<file path="src/logic/pixel_map_regs.vh">
// constants for the flat-panel pixel output mapper
`ifndef PIXEL_MAP_REGS_VH
`define PIXEL_MAP_REGS_VH
`define LANE_W 8
`define BUS_W 24
`define BLUE_LSB 0
`define GREEN_LSB 8
`define RED_LSB 16
`define LSB_KEEP_18 2
`define SKID_DEPTH 2
`define PIX_RESET_VAL 24'h000000
`define CLK_PERIOD_NS 100
`define LINK_PERIOD_NS 800
`endif

</file>
<file path="src/logic/pixel_skid.v">
// two-entry valid/ready buffer for pixel words
`default_nettype none
module pixel_skid #(
  parameter WIDTH = 52
) (
  input wire clk_in,
  input wire rst_in,
  input wire ce_in,
  input wire [WIDTH-1:0] wr_data_in,
  input wire wr_valid_in,
  output wire wr_ready_out,
  output wire [WIDTH-1:0] rd_data_out,
  output wire rd_valid_out,
  input wire rd_ready_in
);
  reg [WIDTH-1:0] mem_reg [0:1];
  reg wp_reg;
  reg rp_reg;
  reg [1:0] cnt_reg;
  wire push;
  wire pop;
  // honest full/empty from the occupancy count
  assign wr_ready_out = (cnt_reg != 2'h2);
  assign rd_valid_out = (cnt_reg != 2'h0);
  assign rd_data_out = mem_reg[rp_reg];
  assign push = wr_valid_in & wr_ready_out;
  assign pop = rd_valid_out & rd_ready_in;
  // pointer and count update, frozen while enable is low
  always @(posedge clk_in) begin
    if (rst_in) begin
      wp_reg <= 1'b0;
      rp_reg <= 1'b0;
      cnt_reg <= 2'h0;
    end else if (ce_in) begin
      if (push) begin
        mem_reg[wp_reg] <= wr_data_in;
        wp_reg <= ~wp_reg;
      end
      if (pop) rp_reg <= ~rp_reg;
      if (push & ~pop) cnt_reg <= cnt_reg + 2'h1;
      else if (pop & ~push) cnt_reg <= cnt_reg - 2'h1;
    end
  end
endmodule // pixel_skid
`default_nettype wire

</file>
<file path="src/logic/tft_pixel_output_mapper.v">
// maps decoded link pixels onto the even/odd flat-panel buses
// Behaviour
// [RQ1] one pixel, 24 bpp: blue 7:0, green 15:8, red 23:16 on even bus
// [RQ2] 18 bpp: six MSB-justified bits per colour, blue 7:2, green 15:10, red 23:18
// [RQ3] two pixels, 24 bpp: first pixel on even bus, second on odd bus
// [RQ4] two pixels, 18 bpp: second pixel's six bits on odd 7:2, 15:10, 23:18
// [RQ5] source should use six of eight bits and hold unused bits low
// [RQ6] pixel data only in active video; syncs conveyed during blanking
// [RQ7] lane zero is blue, lane one green, lane two red
// [RQ8] packing depends only on receiver config, never transmitter input width
// [RQ9] drive pixel clock, vsync, hsync and data enable beside the buses
// [RQ10] static mode inputs select pixels per clock and depth; odd bus low single
`include "pixel_map_regs.vh"
`default_nettype none
module tft_pixel_output_mapper #(
  parameter LANE_W = `LANE_W
) (
  // clock, reset, enable
  input wire CLK_IN,
  input wire RST_IN,
  input wire CE_IN,
  // static configuration pins
  input wire DUAL_PIXEL_IN,
  input wire DEPTH_18_IN,
  // decoded pixel stream from the receiver core
  input wire [LANE_W-1:0] LINK_LANE_ZERO_IN,
  input wire [LANE_W-1:0] LINK_LANE_ONE_IN,
  input wire [LANE_W-1:0] LINK_LANE_TWO_IN,
  input wire PIX_VALID_IN,
  input wire ACTIVE_IN,
  input wire HSYNC_IN,
  input wire VSYNC_IN,
  output reg PIX_READY_OUT,
  // recovered link clock, sampled as a plain level
  input wire LINK_CLK_IN,
  // panel side
  output reg [3*LANE_W-1:0] EVEN_PIXEL_BUS_OUT,
  output reg [3*LANE_W-1:0] ODD_PIXEL_BUS_OUT,
  output reg ACTIVE_VIDEO_QUALIFIER_OUT,
  output reg HSYNC_OUT,
  output reg VSYNC_OUT,
  output reg OUTPUT_PIXEL_CLOCK_OUT,
  input wire PANEL_READY_IN
);
  localparam PIX_W = 3 * LANE_W;
  localparam WORD_W = 2 * PIX_W + 3;
  localparam ST_FIRST = 1'b0;
  localparam ST_SECOND = 1'b1;

  // pack one pixel into bus order, trimming to 6 MSBs in 18 bpp mode
  function [PIX_W-1:0] pack_pixel;
    input [LANE_W-1:0] b;
    input [LANE_W-1:0] g;
    input [LANE_W-1:0] r;
    input d18;
    reg [LANE_W-1:0] mask;
    begin
      mask = d18 ? {{(LANE_W-2){1'b1}}, 2'b00} : {LANE_W{1'b1}}; // [RQ2] [RQ4]
      pack_pixel = {r & mask, g & mask, b & mask}; // [RQ1] [RQ3] [RQ7]
    end
  endfunction

  reg dual_reg;
  reg d18_reg;
  reg lclk_s1_reg;
  reg lclk_s2_reg;
  reg state_reg;
  reg [PIX_W-1:0] first_reg;
  reg [WORD_W-1:0] word_next;
  reg word_valid_next;
  reg take_next;
  wire [PIX_W-1:0] cur_pix;
  wire in_ready;
  wire [WORD_W-1:0] out_word;
  wire out_valid;

  // input pixel packed with the latched configuration only
  assign cur_pix = pack_pixel(LINK_LANE_ZERO_IN, LINK_LANE_ONE_IN,
                              LINK_LANE_TWO_IN, d18_reg); // [RQ8]

  // mode pins latched only while idle, with no pixel offered and no half pair held, so mid-frame toggling cannot tear pixels
  always @(posedge CLK_IN) begin
    if (RST_IN) begin
      dual_reg <= 1'b0;
      d18_reg <= 1'b0;
    end else if (CE_IN & (state_reg == ST_FIRST) & ~PIX_VALID_IN) begin
      dual_reg <= DUAL_PIXEL_IN; // [RQ10]
      d18_reg <= DEPTH_18_IN; // [RQ10]
    end
  end

  // two-flop synchroniser for the link clock level
  always @(posedge CLK_IN) begin
    if (RST_IN) begin
      lclk_s1_reg <= 1'b0;
      lclk_s2_reg <= 1'b0;
      OUTPUT_PIXEL_CLOCK_OUT <= 1'b0;
    end else if (CE_IN) begin
      lclk_s1_reg <= LINK_CLK_IN;
      lclk_s2_reg <= lclk_s1_reg;
      OUTPUT_PIXEL_CLOCK_OUT <= lclk_s2_reg; // [RQ9]
    end
  end

  // build one bus word: a single pixel, or a pair in dual mode
  always @* begin
    word_next = {WORD_W{1'b0}};
    word_valid_next = 1'b0;
    take_next = 1'b0;
    if (PIX_VALID_IN & in_ready) begin
      if (~ACTIVE_IN) begin
        // blanking: syncs only, buses zero
        word_next = {VSYNC_IN, HSYNC_IN, 1'b0, {PIX_W{1'b0}}, `PIX_RESET_VAL}; // [RQ6]
        word_valid_next = 1'b1;
        take_next = 1'b1;
      end else if (~dual_reg) begin
        word_next = {VSYNC_IN, HSYNC_IN, 1'b1, {PIX_W{1'b0}}, cur_pix}; // [RQ1] [RQ10]
        word_valid_next = 1'b1;
        take_next = 1'b1;
      end else if (state_reg == ST_FIRST) begin
        take_next = 1'b1; // hold first pixel until its partner arrives
      end else begin
        word_next = {VSYNC_IN, HSYNC_IN, 1'b1, cur_pix, first_reg}; // [RQ3] [RQ4]
        word_valid_next = 1'b1;
        take_next = 1'b1;
      end
    end
  end

  // pairing state; a blank word drops a half pair left over at line end
  always @(posedge CLK_IN) begin
    if (RST_IN) begin
      state_reg <= ST_FIRST;
      first_reg <= `PIX_RESET_VAL;
    end else if (CE_IN & take_next) begin
      case (state_reg)
        ST_FIRST: begin
          if (dual_reg & ACTIVE_IN) begin
            first_reg <= cur_pix; // [RQ3]
            state_reg <= ST_SECOND;
          end
        end
        ST_SECOND: state_reg <= ST_FIRST;
        default: state_reg <= ST_FIRST;
      endcase
    end
  end

  pixel_skid #(
    .WIDTH(WORD_W)
  ) u_skid (
    .clk_in(CLK_IN),
    .rst_in(RST_IN),
    .ce_in(CE_IN),
    .wr_data_in(word_next),
    .wr_valid_in(word_valid_next),
    .wr_ready_out(in_ready),
    .rd_data_out(out_word),
    .rd_valid_out(out_valid),
    .rd_ready_in(PANEL_READY_IN)
  );

  // registered panel outputs; hold last value while the panel stalls
  always @(posedge CLK_IN) begin
    if (RST_IN) begin
      EVEN_PIXEL_BUS_OUT <= `PIX_RESET_VAL;
      ODD_PIXEL_BUS_OUT <= `PIX_RESET_VAL;
      ACTIVE_VIDEO_QUALIFIER_OUT <= 1'b0;
      HSYNC_OUT <= 1'b0;
      VSYNC_OUT <= 1'b0;
      PIX_READY_OUT <= 1'b0;
    end else if (CE_IN) begin
      PIX_READY_OUT <= in_ready;
      if (out_valid & PANEL_READY_IN) begin
        EVEN_PIXEL_BUS_OUT <= out_word[PIX_W-1:0]; // [RQ1]
        ODD_PIXEL_BUS_OUT <= out_word[2*PIX_W-1:PIX_W]; // [RQ3] [RQ10]
        ACTIVE_VIDEO_QUALIFIER_OUT <= out_word[2*PIX_W]; // [RQ6] [RQ9]
        HSYNC_OUT <= out_word[2*PIX_W+1]; // [RQ9]
        VSYNC_OUT <= out_word[2*PIX_W+2]; // [RQ9]
      end
    end
  end
endmodule // tft_pixel_output_mapper
`default_nettype wire

</file>
<file path="config.mk">
export PLATFORM = sky130hd
export DESIGN_NAME = tft_pixel_output_mapper
export DESIGN_NICKNAME = d
export VERILOG_FILES = /design/src/logic/pixel_skid.v /design/src/logic/tft_pixel_output_mapper.v
export VERILOG_INCLUDE_DIRS = /design/src /design/src/logic
export SDC_FILE = /design/constraint.sdc
export NUM_CORES = 1
export LEC_CHECK = 0
export BUFFER_PORTS_ARGS = -buffer_cell sky130_fd_sc_hd__buf_2
export CAP_MARGIN = 0
export CORE_MARGIN = 1
export CORE_UTILIZATION = 43
export DETAILED_ROUTE_END_ITERATION = 7
export GPL_TIMING_DRIVEN = 0
export HOLD_SLACK_MARGIN = 0.03
export MAX_ROUTING_LAYER = met4
export PLACE_DENSITY = 0.61
export SLEW_MARGIN = 25
export SYNTH_ARGS = -nofsm -noshare
export SYNTH_HDL_FRONTEND = slang
export SYNTH_SLANG_ARGS = --single-unit
export TNS_END_PERCENT = 100
</file>
<file path="constraint.sdc">
create_clock -name CLK_IN -period 10.3 [get_ports CLK_IN]
set_clock_uncertainty 0.2 [all_clocks]
set_input_delay 0.515 -clock CLK_IN [delete_from_list [all_inputs] [get_ports CLK_IN]]
set_output_delay 0.515 -clock CLK_IN [all_outputs]
set_load 0.005 [all_outputs]
</file>
==> impl_metrics.tcl, run 1 <==
set metrics [dict create \
    tritoncts "done" \
    die_y_um 133 \
    post_cts_buffers 0 \
    gr-total-overflow 0 \
    hp-class "in -> reg" \
    final_cell_mix "104 x buf_2, 102 x edfxtp_1, 86 x dfxtp_1, 67 x nor2_1, 56 x mux2i_1" \
    cts_root_buffer "clkbuf_16" \
    vias_per_cell 5.55 \
    slew_headroom_pct 41.8 \
    crit_type "reg -> reg" \
    fin_setup_tns_ns 0 \
    grt_pass1_vias 4956 \
    synth-seq-cells 188 \
    topRoutingLayerUsed "met4" \
    synth_warnings 0 \
    final-setup-viol-count 0 \
    fill_cells 1440 \
    core_sq_mm 0.0166 \
    synth_nets 599 \
    place_congestion 0.849 \
    tightest_slew_ns 0.852 \
    dieArea_sq_mm 0.0177 \
    p_per_area_mw_per_mm2 196 \
    postSynthCellCount 563 \
    antenna_found_initial 0 \
    numCtsBuffers 17 \
    rows 47 \
    cap_violations 0 \
    port_buffers 85 \
    cts_max_level 4 \
    largest_reg_flops 102 \
    diodes 0 \
    worst_skew_pair.late_latency_ns 0.43 \
    grt_util_all_layers_pct 21.1 \
    slew_viol_final 0 \
    end_kind "flip-flop" \
    synthFlopType "edfxtp_1" \
    start_util_pct 44.3 \
    routed_wirelength_um 17400 \
    dr_wl_met3_um 948 \
    status "finished, final reports clean" \
    period_needed_ns 3.06 \
    multiInputGateArea_sq_mm 0.00228 \
    drive_gt1_share_pct 24.5 \
    hpwl_um 12600 \
    cp.required_ns 10.25 \
    ir_worst_vdd_uv 125 \
    ios 88 \
    clkTransAtPathRegs_ns 0.07 \
    regArea_sq_mm 0.00478 \
    leakagePower_uw 0.00310 \
    clkSinkCount 188 \
    num_vias 5066 \
    critPathArrivalTime_ns 3.00 \
    fmax_mhz 327 \
    final_common_cell "buf_2" \
    met1_length_um 7440 \
    clock_path_buffers 2 \
    syn-cell-area_sq_mm 0.00737 \
    fin_crit_sh_pct 29.7 \
    die_w_um 133 \
    remaining_drc_errors 0 \
    syn_area_per_cell_sq_um 13.1 \
    ys_types 39 \
    nNetsFinal 716 \
    wl_per_cell_um 19.0 \
    cp_max_fo 10 \
    finalHoldViolCount 0 \
    synth_edf_count 102 \
    cts-resized-gates 0 \
    rsz0062_at_grt "no" \
    postRouteAntennaNets 0 \
    hold_buffers 0 \
    total_power_uw 1720 \
    start_kind "flip-flop" \
    async_reset_ff_share_pct 0 \
    first_pass_iters 5 \
    drt_iter0_markers 380 \
    grt_pass1_wl_um 26800 \
    seq_area_frac_synth_pct 64.9 \
    grt_max_degree 17 \
    area_growth_pct 19.1 \
    dr_wl_met2_um 8370 \
]
## worst max-delay path, stage by stage (launching register included)
cell and delay [ns]:
dfxtp_1 0.42, nand3b_2 0.26, nand3_1 0.20, nor3b_2 0.53, buf_6 0.23, buf_4 0.18, buf_4 0.18, buf_4 0.18
buf_4 0.20, buf_4 0.18
## cell families after synthesis
kind of cell	synth area share, %
flip-flops	64.9
AND/OR/NAND/NOR	9.36
multiplexers	7.76
adder cells (fa/ha/maj)	0.170
buffers and inverters	4.25
XOR/XNOR	0.357
AO/OA/AOI/OAI	13.2
## area by class of cell
| class | instances | area share [%] |
|---|---|---|
| multi-input cells | 323 | 26.0 |
| clock inverters | 10 | 1.58 |
| flip-flops and latches | 188 | 54.5 |
| plain buffers | 48 | 3.39 |
| repair buffers | 98 | 6.04 |
| well taps | 220 | 3.14 |
| inverters | 4 | 0.171 |
| clock buffers | 22 | 5.17 |
## routing by layer
layer | global-route usage, % | up-vias
met2 | 33.2 | 187
li1 | - | 2374
met4 | 11.1 | 0
met5 | - | -
met3 | 3.83 | 35
met1 | 25.7 | 2470
## per-stage QoR
| stage | cell area, sq um | hold slack [ns] | utilization, % | std cells | setup WS, ns |
|---|---|---|---|---|---|
| final | 8780 | 0.125 | 52.7 | 913 | 7.24 |
| after global routing | 8780 | 0.150 | 52.7 | 913 | 7.08 |
| after CTS | 8780 | 0.113 | 52.7 | 913 | 7.23 |
| after detailed placement | 8180 | 0.264 | 49.2 | 881 | 7.01 |
| after global placement | 8070 | 0.255 | 48.5 | 868 | 2.41 |
| after floorplan | 7370 | 0.249 | - | 563 | 4.88 |
## path summary, 6_finish.rpt
path	startpoint	to	slack (ns)	cells after the start
min	LINK_CLK_IN	lclk_s1_reg	0.12	3
min reg2reg	first_reg[23]	first_reg[23]	0.27	2
max	state_reg	u_skid.mem_reg[1][18]	7.24	9
max reg2reg	state_reg	u_skid.mem_reg[1][18]	7.24	9
## report_power, final
group / internal (uW) / leakage (uW) / switching [uW]
combinational: 85.6 / 0.00123 / 123
clock: 389 / 0.000285 / 275
sequential: 830 / 0.00158 / 19.2
## synthesized netlist by cell type, types with 3 or more instances
cell         n  share of area [%]
o31ai_1     24                2.4
inv_1        4               0.20
buf_2       19                1.3
edfxtp_1   102                 42
buf_6        9                1.4
o311ai_0     6               0.71
nor2_1      67                3.4
buf_4        7               0.71
clkbuf_1    12               0.61
a21oi_1     20                1.4
nand4_1     18                1.5
xnor2_1      3               0.36
a211oi_1    52                5.3
o2bb2ai_1    6               0.71
mux2i_1     56                7.6
nand2b_1     7               0.59
and2_1      21                1.8
a22o_1      18                2.1
dfxtp_1     86                 23
No activity file was read; power rests on OpenSTA's default activity.
==> run 2: changes to the inputs <==
Settings changed: ABC_AREA set to 1, PLACE_DENSITY 0.61 to 0.63.
Clock period 10.3 ns to 2.55 ns, I/O delays scaled along.
==> impl_metrics.tcl, run 2 <==
set metrics [dict create \
    clkTransAtPathRegs_ns 0.07 \
    min_path_cells 7 \
    tritoncts "done" \
    cts_root_buffer "clkbuf_16" \
    cp.required_ns 2.72 \
    netlist_top_cells_area "edfxtp_1 40%, dfxtp_1 23%, nand2_1 12%" \
    hpwl_um 12200 \
    reg2reg_from "dual_reg" \
    die_w_um 135 \
    grt_pass1_vias 5213 \
    num_vias 5737 \
    largest_reg_flops 102 \
    drive_gt1_share_pct 16.5 \
    syn_area_per_cell_sq_um 9.14 \
    remaining_drc_errors 0 \
    synthSimpleGateAreaFrac_pct 18.7 \
    setup.worst_path.start "dual_reg" \
    period_needed_ns 2.35 \
    synthTopCellsByCount "250 x nand2_1, 102 x edfxtp_1, 94 x nor2_1, 89 x inv_1, 86 x dfxtp_1" \
    seq_area_frac_synth_pct 63.2 \
    synth_compound_area_share_pct 9.73 \
    grt_pass1_wl_um 27400 \
    ir_worst_vdd_uv 506 \
    start_kind "flip-flop" \
    final-setup-viol-count 0 \
    drt_iter0_markers 350 \
    finish.utilization_pct 54.2 \
    vias_per_cell 4.74 \
    ys_types 24 \
    clock_path_buffers 2 \
    synthAdderAreaFrac_pct 0.165 \
    cap_violations 0 \
    critPathArrivalTime_ns 2.52 \
    ios 88 \
    worst_skew_pair.late_latency_ns 0.43 \
    first_pass_iters 4 \
    reg2reg_depth 8 \
    start_util_pct 44.0 \
    synthMuxAreaShare_pct 0 \
    p_per_area_mw_per_mm2 721 \
    postPlaceCellArea_sq_mm 0.00835 \
    synth_warnings 0 \
    whs_ns 0.159 \
    end_kind "flip-flop" \
    rsz0062_at_grt "no" \
    cpPeakStageDelay_ns 0.55 \
    path_cells "nand3_4, nand2_1, inv_1, ha_1, nor2_1, nand2_1, a21oi_1, dlygate4sd3_1" \
    final_common_cell "nand2_1" \
    numCtsBuffers 17 \
    postSynthCellCount 829 \
    nNetsFinal 1008 \
    synth_nets 865 \
    cts_max_level 4 \
    fill_cells 1546 \
    slew_headroom_pct 53.2 \
    diodes 0 \
    postRouteAntennaNets 0 \
    synth-seq-cells 188 \
    core_sq_mm 0.0172 \
    final_cell_mix "250 x nand2_1, 106 x buf_2, 102 x edfxtp_1, 93 x nor2_1, 88 x inv_1" \
    hp-class "in -> reg" \
    synth_top_area_share_pct 40.4 \
    tightest_slew_ns 0.702 \
    crit_type "reg -> reg" \
    cp_max_fo 8 \
    post_cts_buffers 0 \
    antenna_found_initial 0 \
    leakagePower_uw 0.00400 \
    fmax_mhz 426 \
    slowest_stage "dlygate4sd3_1" \
    wl_per_cell_um 14.5 \
    die_y_um 135 \
    hold_start "PANEL_READY_IN" \
    rows 48 \
    gr-total-overflow 0 \
    grt_util_all_layers_pct 21.0 \
    status "finished, final reports clean" \
    clkSinkCount 188 \
    finalHoldViolCount 0 \
    routed_wirelength_um 17500 \
    slew_viol_final 0 \
    async_reset_ff_share_pct 0 \
    synth_top_family_by_area "simple AND/OR/NAND/NOR gates" \
    fin_crit_sh_pct 92.1 \
    crit_top_cell "nand2_1" \
    syn-cell-area_sq_mm 0.00758 \
    dieArea_sq_mm 0.0182 \
    synthFlopType "edfxtp_1" \
    post-route-cell-area_sq_mm 0.00934 \
    synth.most_common_cell "nand2_1" \
    synth_xor_area_share_pct 0 \
    place_congestion 0.873 \
    synth_edf_count 102 \
    synth_top_area_cell "edfxtp_1" \
    area_growth_pct 23.2 \
    port_buffers 86 \
    grt_max_degree 52 \
]
run 2: logic make-up after synthesis:
kind of cell | after synthesis
simple gates | 359
fa+ha+maj | 1
buf+inv | 138
compound gates | 143
flops | 188
run 2: what timing repair did:
action / 4_1_cts / 5_1_grt
hold buffers: 36 / 0
endpoints found under the hold margin: 119 / 0
endpoints found under the setup margin: 0 / 0
gates resized for setup: 0 / 0
run 2: worst max-delay path: cells and delay by family, from the launching register on:
family	cells	cell delay, ns
buffers and inverters	2	0.61
and+or+nand+nor	4	0.59
adders and majority gates	1	0.29
DFF	1	0.47
AOI/OAI and AO/OA	1	0.13
run 2: through the flow:
stage	TNS [ns]	power, uW	instances	setup WS, ns
floorplan	0	3800	829	0.0910
global placement	-74.78	4030	1140	-0.971
detailed placement	0	4040	1142	0.0147
CTS	0	6790	1210	0.218
finish	0	6730	1210	0.202
global route	0	6990	1210	0.0684
run 2: power breakdown:
part	leakage [uW]	internal, uW	switching, uW
clock	0.000295	1590	1120
combinational	0.00203	252	409
sequential	0.00167	3310	47.7
total	0.00400	5150	1580
run 2: final cells by class:
class | instances | area (sq um) | area share, %
Buffer | 45 | 273 | 2.92
Sequential cell | 188 | 4780 | 51.3
Clock buffer | 21 | 492 | 5.27
Tap cell | 225 | 282 | 3.02
Inverter | 93 | 352 | 3.77
Multi-Input combinational cell | 503 | 2180 | 23.3
Clock inverter | 11 | 130 | 1.39
Timing Repair Buffer | 124 | 846 | 9.06
run 2: layer usage:
layer	track usage (%)	part of all wire, %
met5	-	0
met4	7.30	1.8
met3	4.28	5.1
met2	32.4	47
met1	27.5	46
run 2: worst paths after layout:
check	endpoint	slack [ns]
worst max-delay path	u_skid.cnt_reg[0]	0.20
worst min-delay path	u_skid.cnt_reg[1]	0.16
worst max register to register	u_skid.cnt_reg[0]	0.20
worst min register to register	ODD_PIXEL_BUS_OUT[14]	0.24
==> run 3: changes to the inputs <==
--- a/config.mk
+++ b/config.mk
@@ -13,2 +13,3 @@
 export CORE_UTILIZATION = 43
+export CTS_CLUSTER_DIAMETER = 60
 export DETAILED_ROUTE_END_ITERATION = 7
==> constraint.sdc (replaced) <==
create_clock -name CLK_IN -period 2.55 [get_ports CLK_IN]
set_clock_uncertainty 0.2 [all_clocks]
set_input_delay 0.255 -clock CLK_IN [delete_from_list [all_inputs] [get_ports CLK_IN]]
set_output_delay 0.255 -clock CLK_IN [all_outputs]
set_load 0.005 [all_outputs]
==> impl_metrics.tcl, run 3 (same netlist as run 2, synthesis figures left out) <==
set metrics [dict create \
    clkSinkCount 188 \
    gr-total-overflow 0 \
    pwr-share-comb_pct 9.6 \
    crit_type "in -> reg" \
    die_y_um 135 \
    fill_cells 1552 \
    nNetsFinal 997 \
    status "finished, final reports clean" \
    dp_cells 1142 \
    first_pass_iters 5 \
    grt_pass1_vias 5148 \
    p_seq_share_pct 50.0 \
    wl_per_cell_um 14.5 \
    rows 48 \
    area_growth_pct 21.8 \
    r2r_end "u_skid.mem_reg[1][15]" \
    period_needed_ns 2.23 \
    die_w_um 135 \
    port_buffers 86 \
    cts_max_level 4 \
    fmax_mhz 448 \
    tightest_slew_ns 0.701 \
    p_sw_uw 1580 \
    post_cts_buffers 0 \
    clock_path_buffers 2 \
    final_cells 1199 \
    hold_start "LINK_LANE_ONE_IN[3]" \
    final_common_cell "nand2_1" \
    rsz0062_at_grt "no" \
    tritoncts "done" \
    grt_pass1_wl_um 27100 \
    switching_share_pct 23.6 \
    hpwl_um 12200 \
    vias_per_cell 4.72 \
    postRouteAntennaNets 0 \
    p_per_area_mw_per_mm2 729 \
    cap_violations 0 \
    start_kind "input pin" \
    num_vias 5659 \
    clkTransAtPathRegs_ns 0.07 \
    finalHoldViolCount 0 \
    slew_headroom_pct 53.2 \
    final_cell_mix "250 x nand2_1, 106 x buf_2, 102 x edfxtp_1, 93 x nor2_1, 88 x inv_1" \
    numCtsBuffers 17 \
    leakagePower_uw 0.00395 \
    dieArea_sq_mm 0.0182 \
    place_congestion 0.873 \
    finish.utilization_pct 53.5 \
    start_util_pct 44.0 \
    reg2reg_from "u_skid.cnt_reg[0]" \
    post-route-cell-area_sq_mm 0.00923 \
    reg2reg_setup_slack_ns 0.36 \
    worst_skew_pair.late_latency_ns 0.43 \
    antenna_found_initial 0 \
    final-setup-viol-count 0 \
    diodes 0 \
    end_kind "flip-flop" \
    reg2reg_depth 7 \
    grt_util_all_layers_pct 20.8 \
    ir_worst_vdd_uv 511 \
    whs_endpoint "first_reg[11]" \
    fin_crit_sh_pct 87.6 \
    min_path_cells 5 \
    largest_reg_flops 102 \
    drt_iter0_markers 391 \
    cts_root_buffer "clkbuf_16" \
    postPlaceCellArea_sq_mm 0.00835 \
    remaining_drc_errors 0 \
    routed_wirelength_um 17300 \
    cp.required_ns 2.49 \
    core_sq_mm 0.0172 \
    grt_max_degree 52 \
    critPathArrivalTime_ns 2.17 \
    ios 88 \
    power_frac_clock_pct 40.5 \
    hp-class "in -> reg" \
    p_int_uw 5140 \
    drive_gt1_share_pct 16.7 \
    cp_max_fo 20 \
    slew_viol_final 0 \
]
-- run 3: changes by cell type in the layout (fill, tap and decap cells not counted), sizes merged --
cell,delta
dlygate4sd3,-11
-- run 3: cell type report --
| class | instances | area, sq um | share of cell area [%] |
|---|---|---|---|
| Buffer | 45 | 273 | 2.96 |
| Clock buffer | 21 | 492 | 5.33 |
| Clock inverter | 11 | 130 | 1.41 |
| Inverter | 93 | 352 | 3.81 |
| Multi-Input combinational cell | 503 | 2180 | 23.6 |
| Sequential cell | 188 | 4780 | 51.9 |
| Tap cell | 225 | 282 | 3.05 |
| Timing Repair Buffer | 113 | 736 | 7.98 |
-- run 3: worst max-delay path: stages --
cell and delay, ns:
dlygate4sd3_1 0.52, buf_2 0.21, nand3_4 0.17, nor2_1 0.15, nand2_1 0.10, nor2_4 0.51, buf_16 0.24
-- run 3: worst max-delay path by stage --
stage | slack (ns) | depth (start not counted) | end | start
3_5_place_dp | -0.11 | 6 | u_skid.mem_reg[0][20] | RST_IN
6_report | 0.32 | 7 | u_skid.mem_reg[1][15] | CE_IN
4_1_cts | 0.31 | 7 | u_skid.mem_reg[1][15] | CE_IN
2_1_floorplan | 0.08 | 5 | u_skid.mem_reg[0][0] | RST_IN
5_1_grt | 0.20 | 6 | u_skid.mem_reg[0][14] | RST_IN
3_3_place_gp | -1.10 | 6 | u_skid.mem_reg[0][14] | RST_IN
-- run 3: repair_timing --
item                      CTS  global route
gates resized for setup     0             0
hold buffers               25             0
hold endpoints to repair   42             0
-- run 3: metrics by stage --
step	total power, uW	setup TNS [ns]	hold WS, ns	worst slack (ns)
after floorplan	3800	0	0.124	0.0842
after global placement	4030	-87.78	0.231	-1.10
after detailed placement	4040	-7.53	0.233	-0.113
after CTS	6770	0	0.0307	0.307
after global routing	6970	0	0.0546	0.202
final	6720	0	0.0343	0.317
-- run 3: power groups by stage --
| stage | clock network, uW | registers, uW | logic [uW] |
|---|---|---|---|
| 3_3_place_gp | 0 | 3430 | 607 |
| 4_1_cts | 2760 | 3360 | 650 |
| 6_report | 2720 | 3360 | 644 |
| 5_1_grt | 2870 | 3370 | 731 |
| 3_5_place_dp | 0 | 3430 | 618 |
| 2_1_floorplan | 0 | 3430 | 372 |
-- run 3: per-layer routing --
layer,vias to the layer above,track usage (%),wire (um)
li1,2909,-,-
met2,147,32.0,8110
met4,0,7.30,308
met1,2579,27.5,7930
met5,-,-,0
met3,24,4.28,987
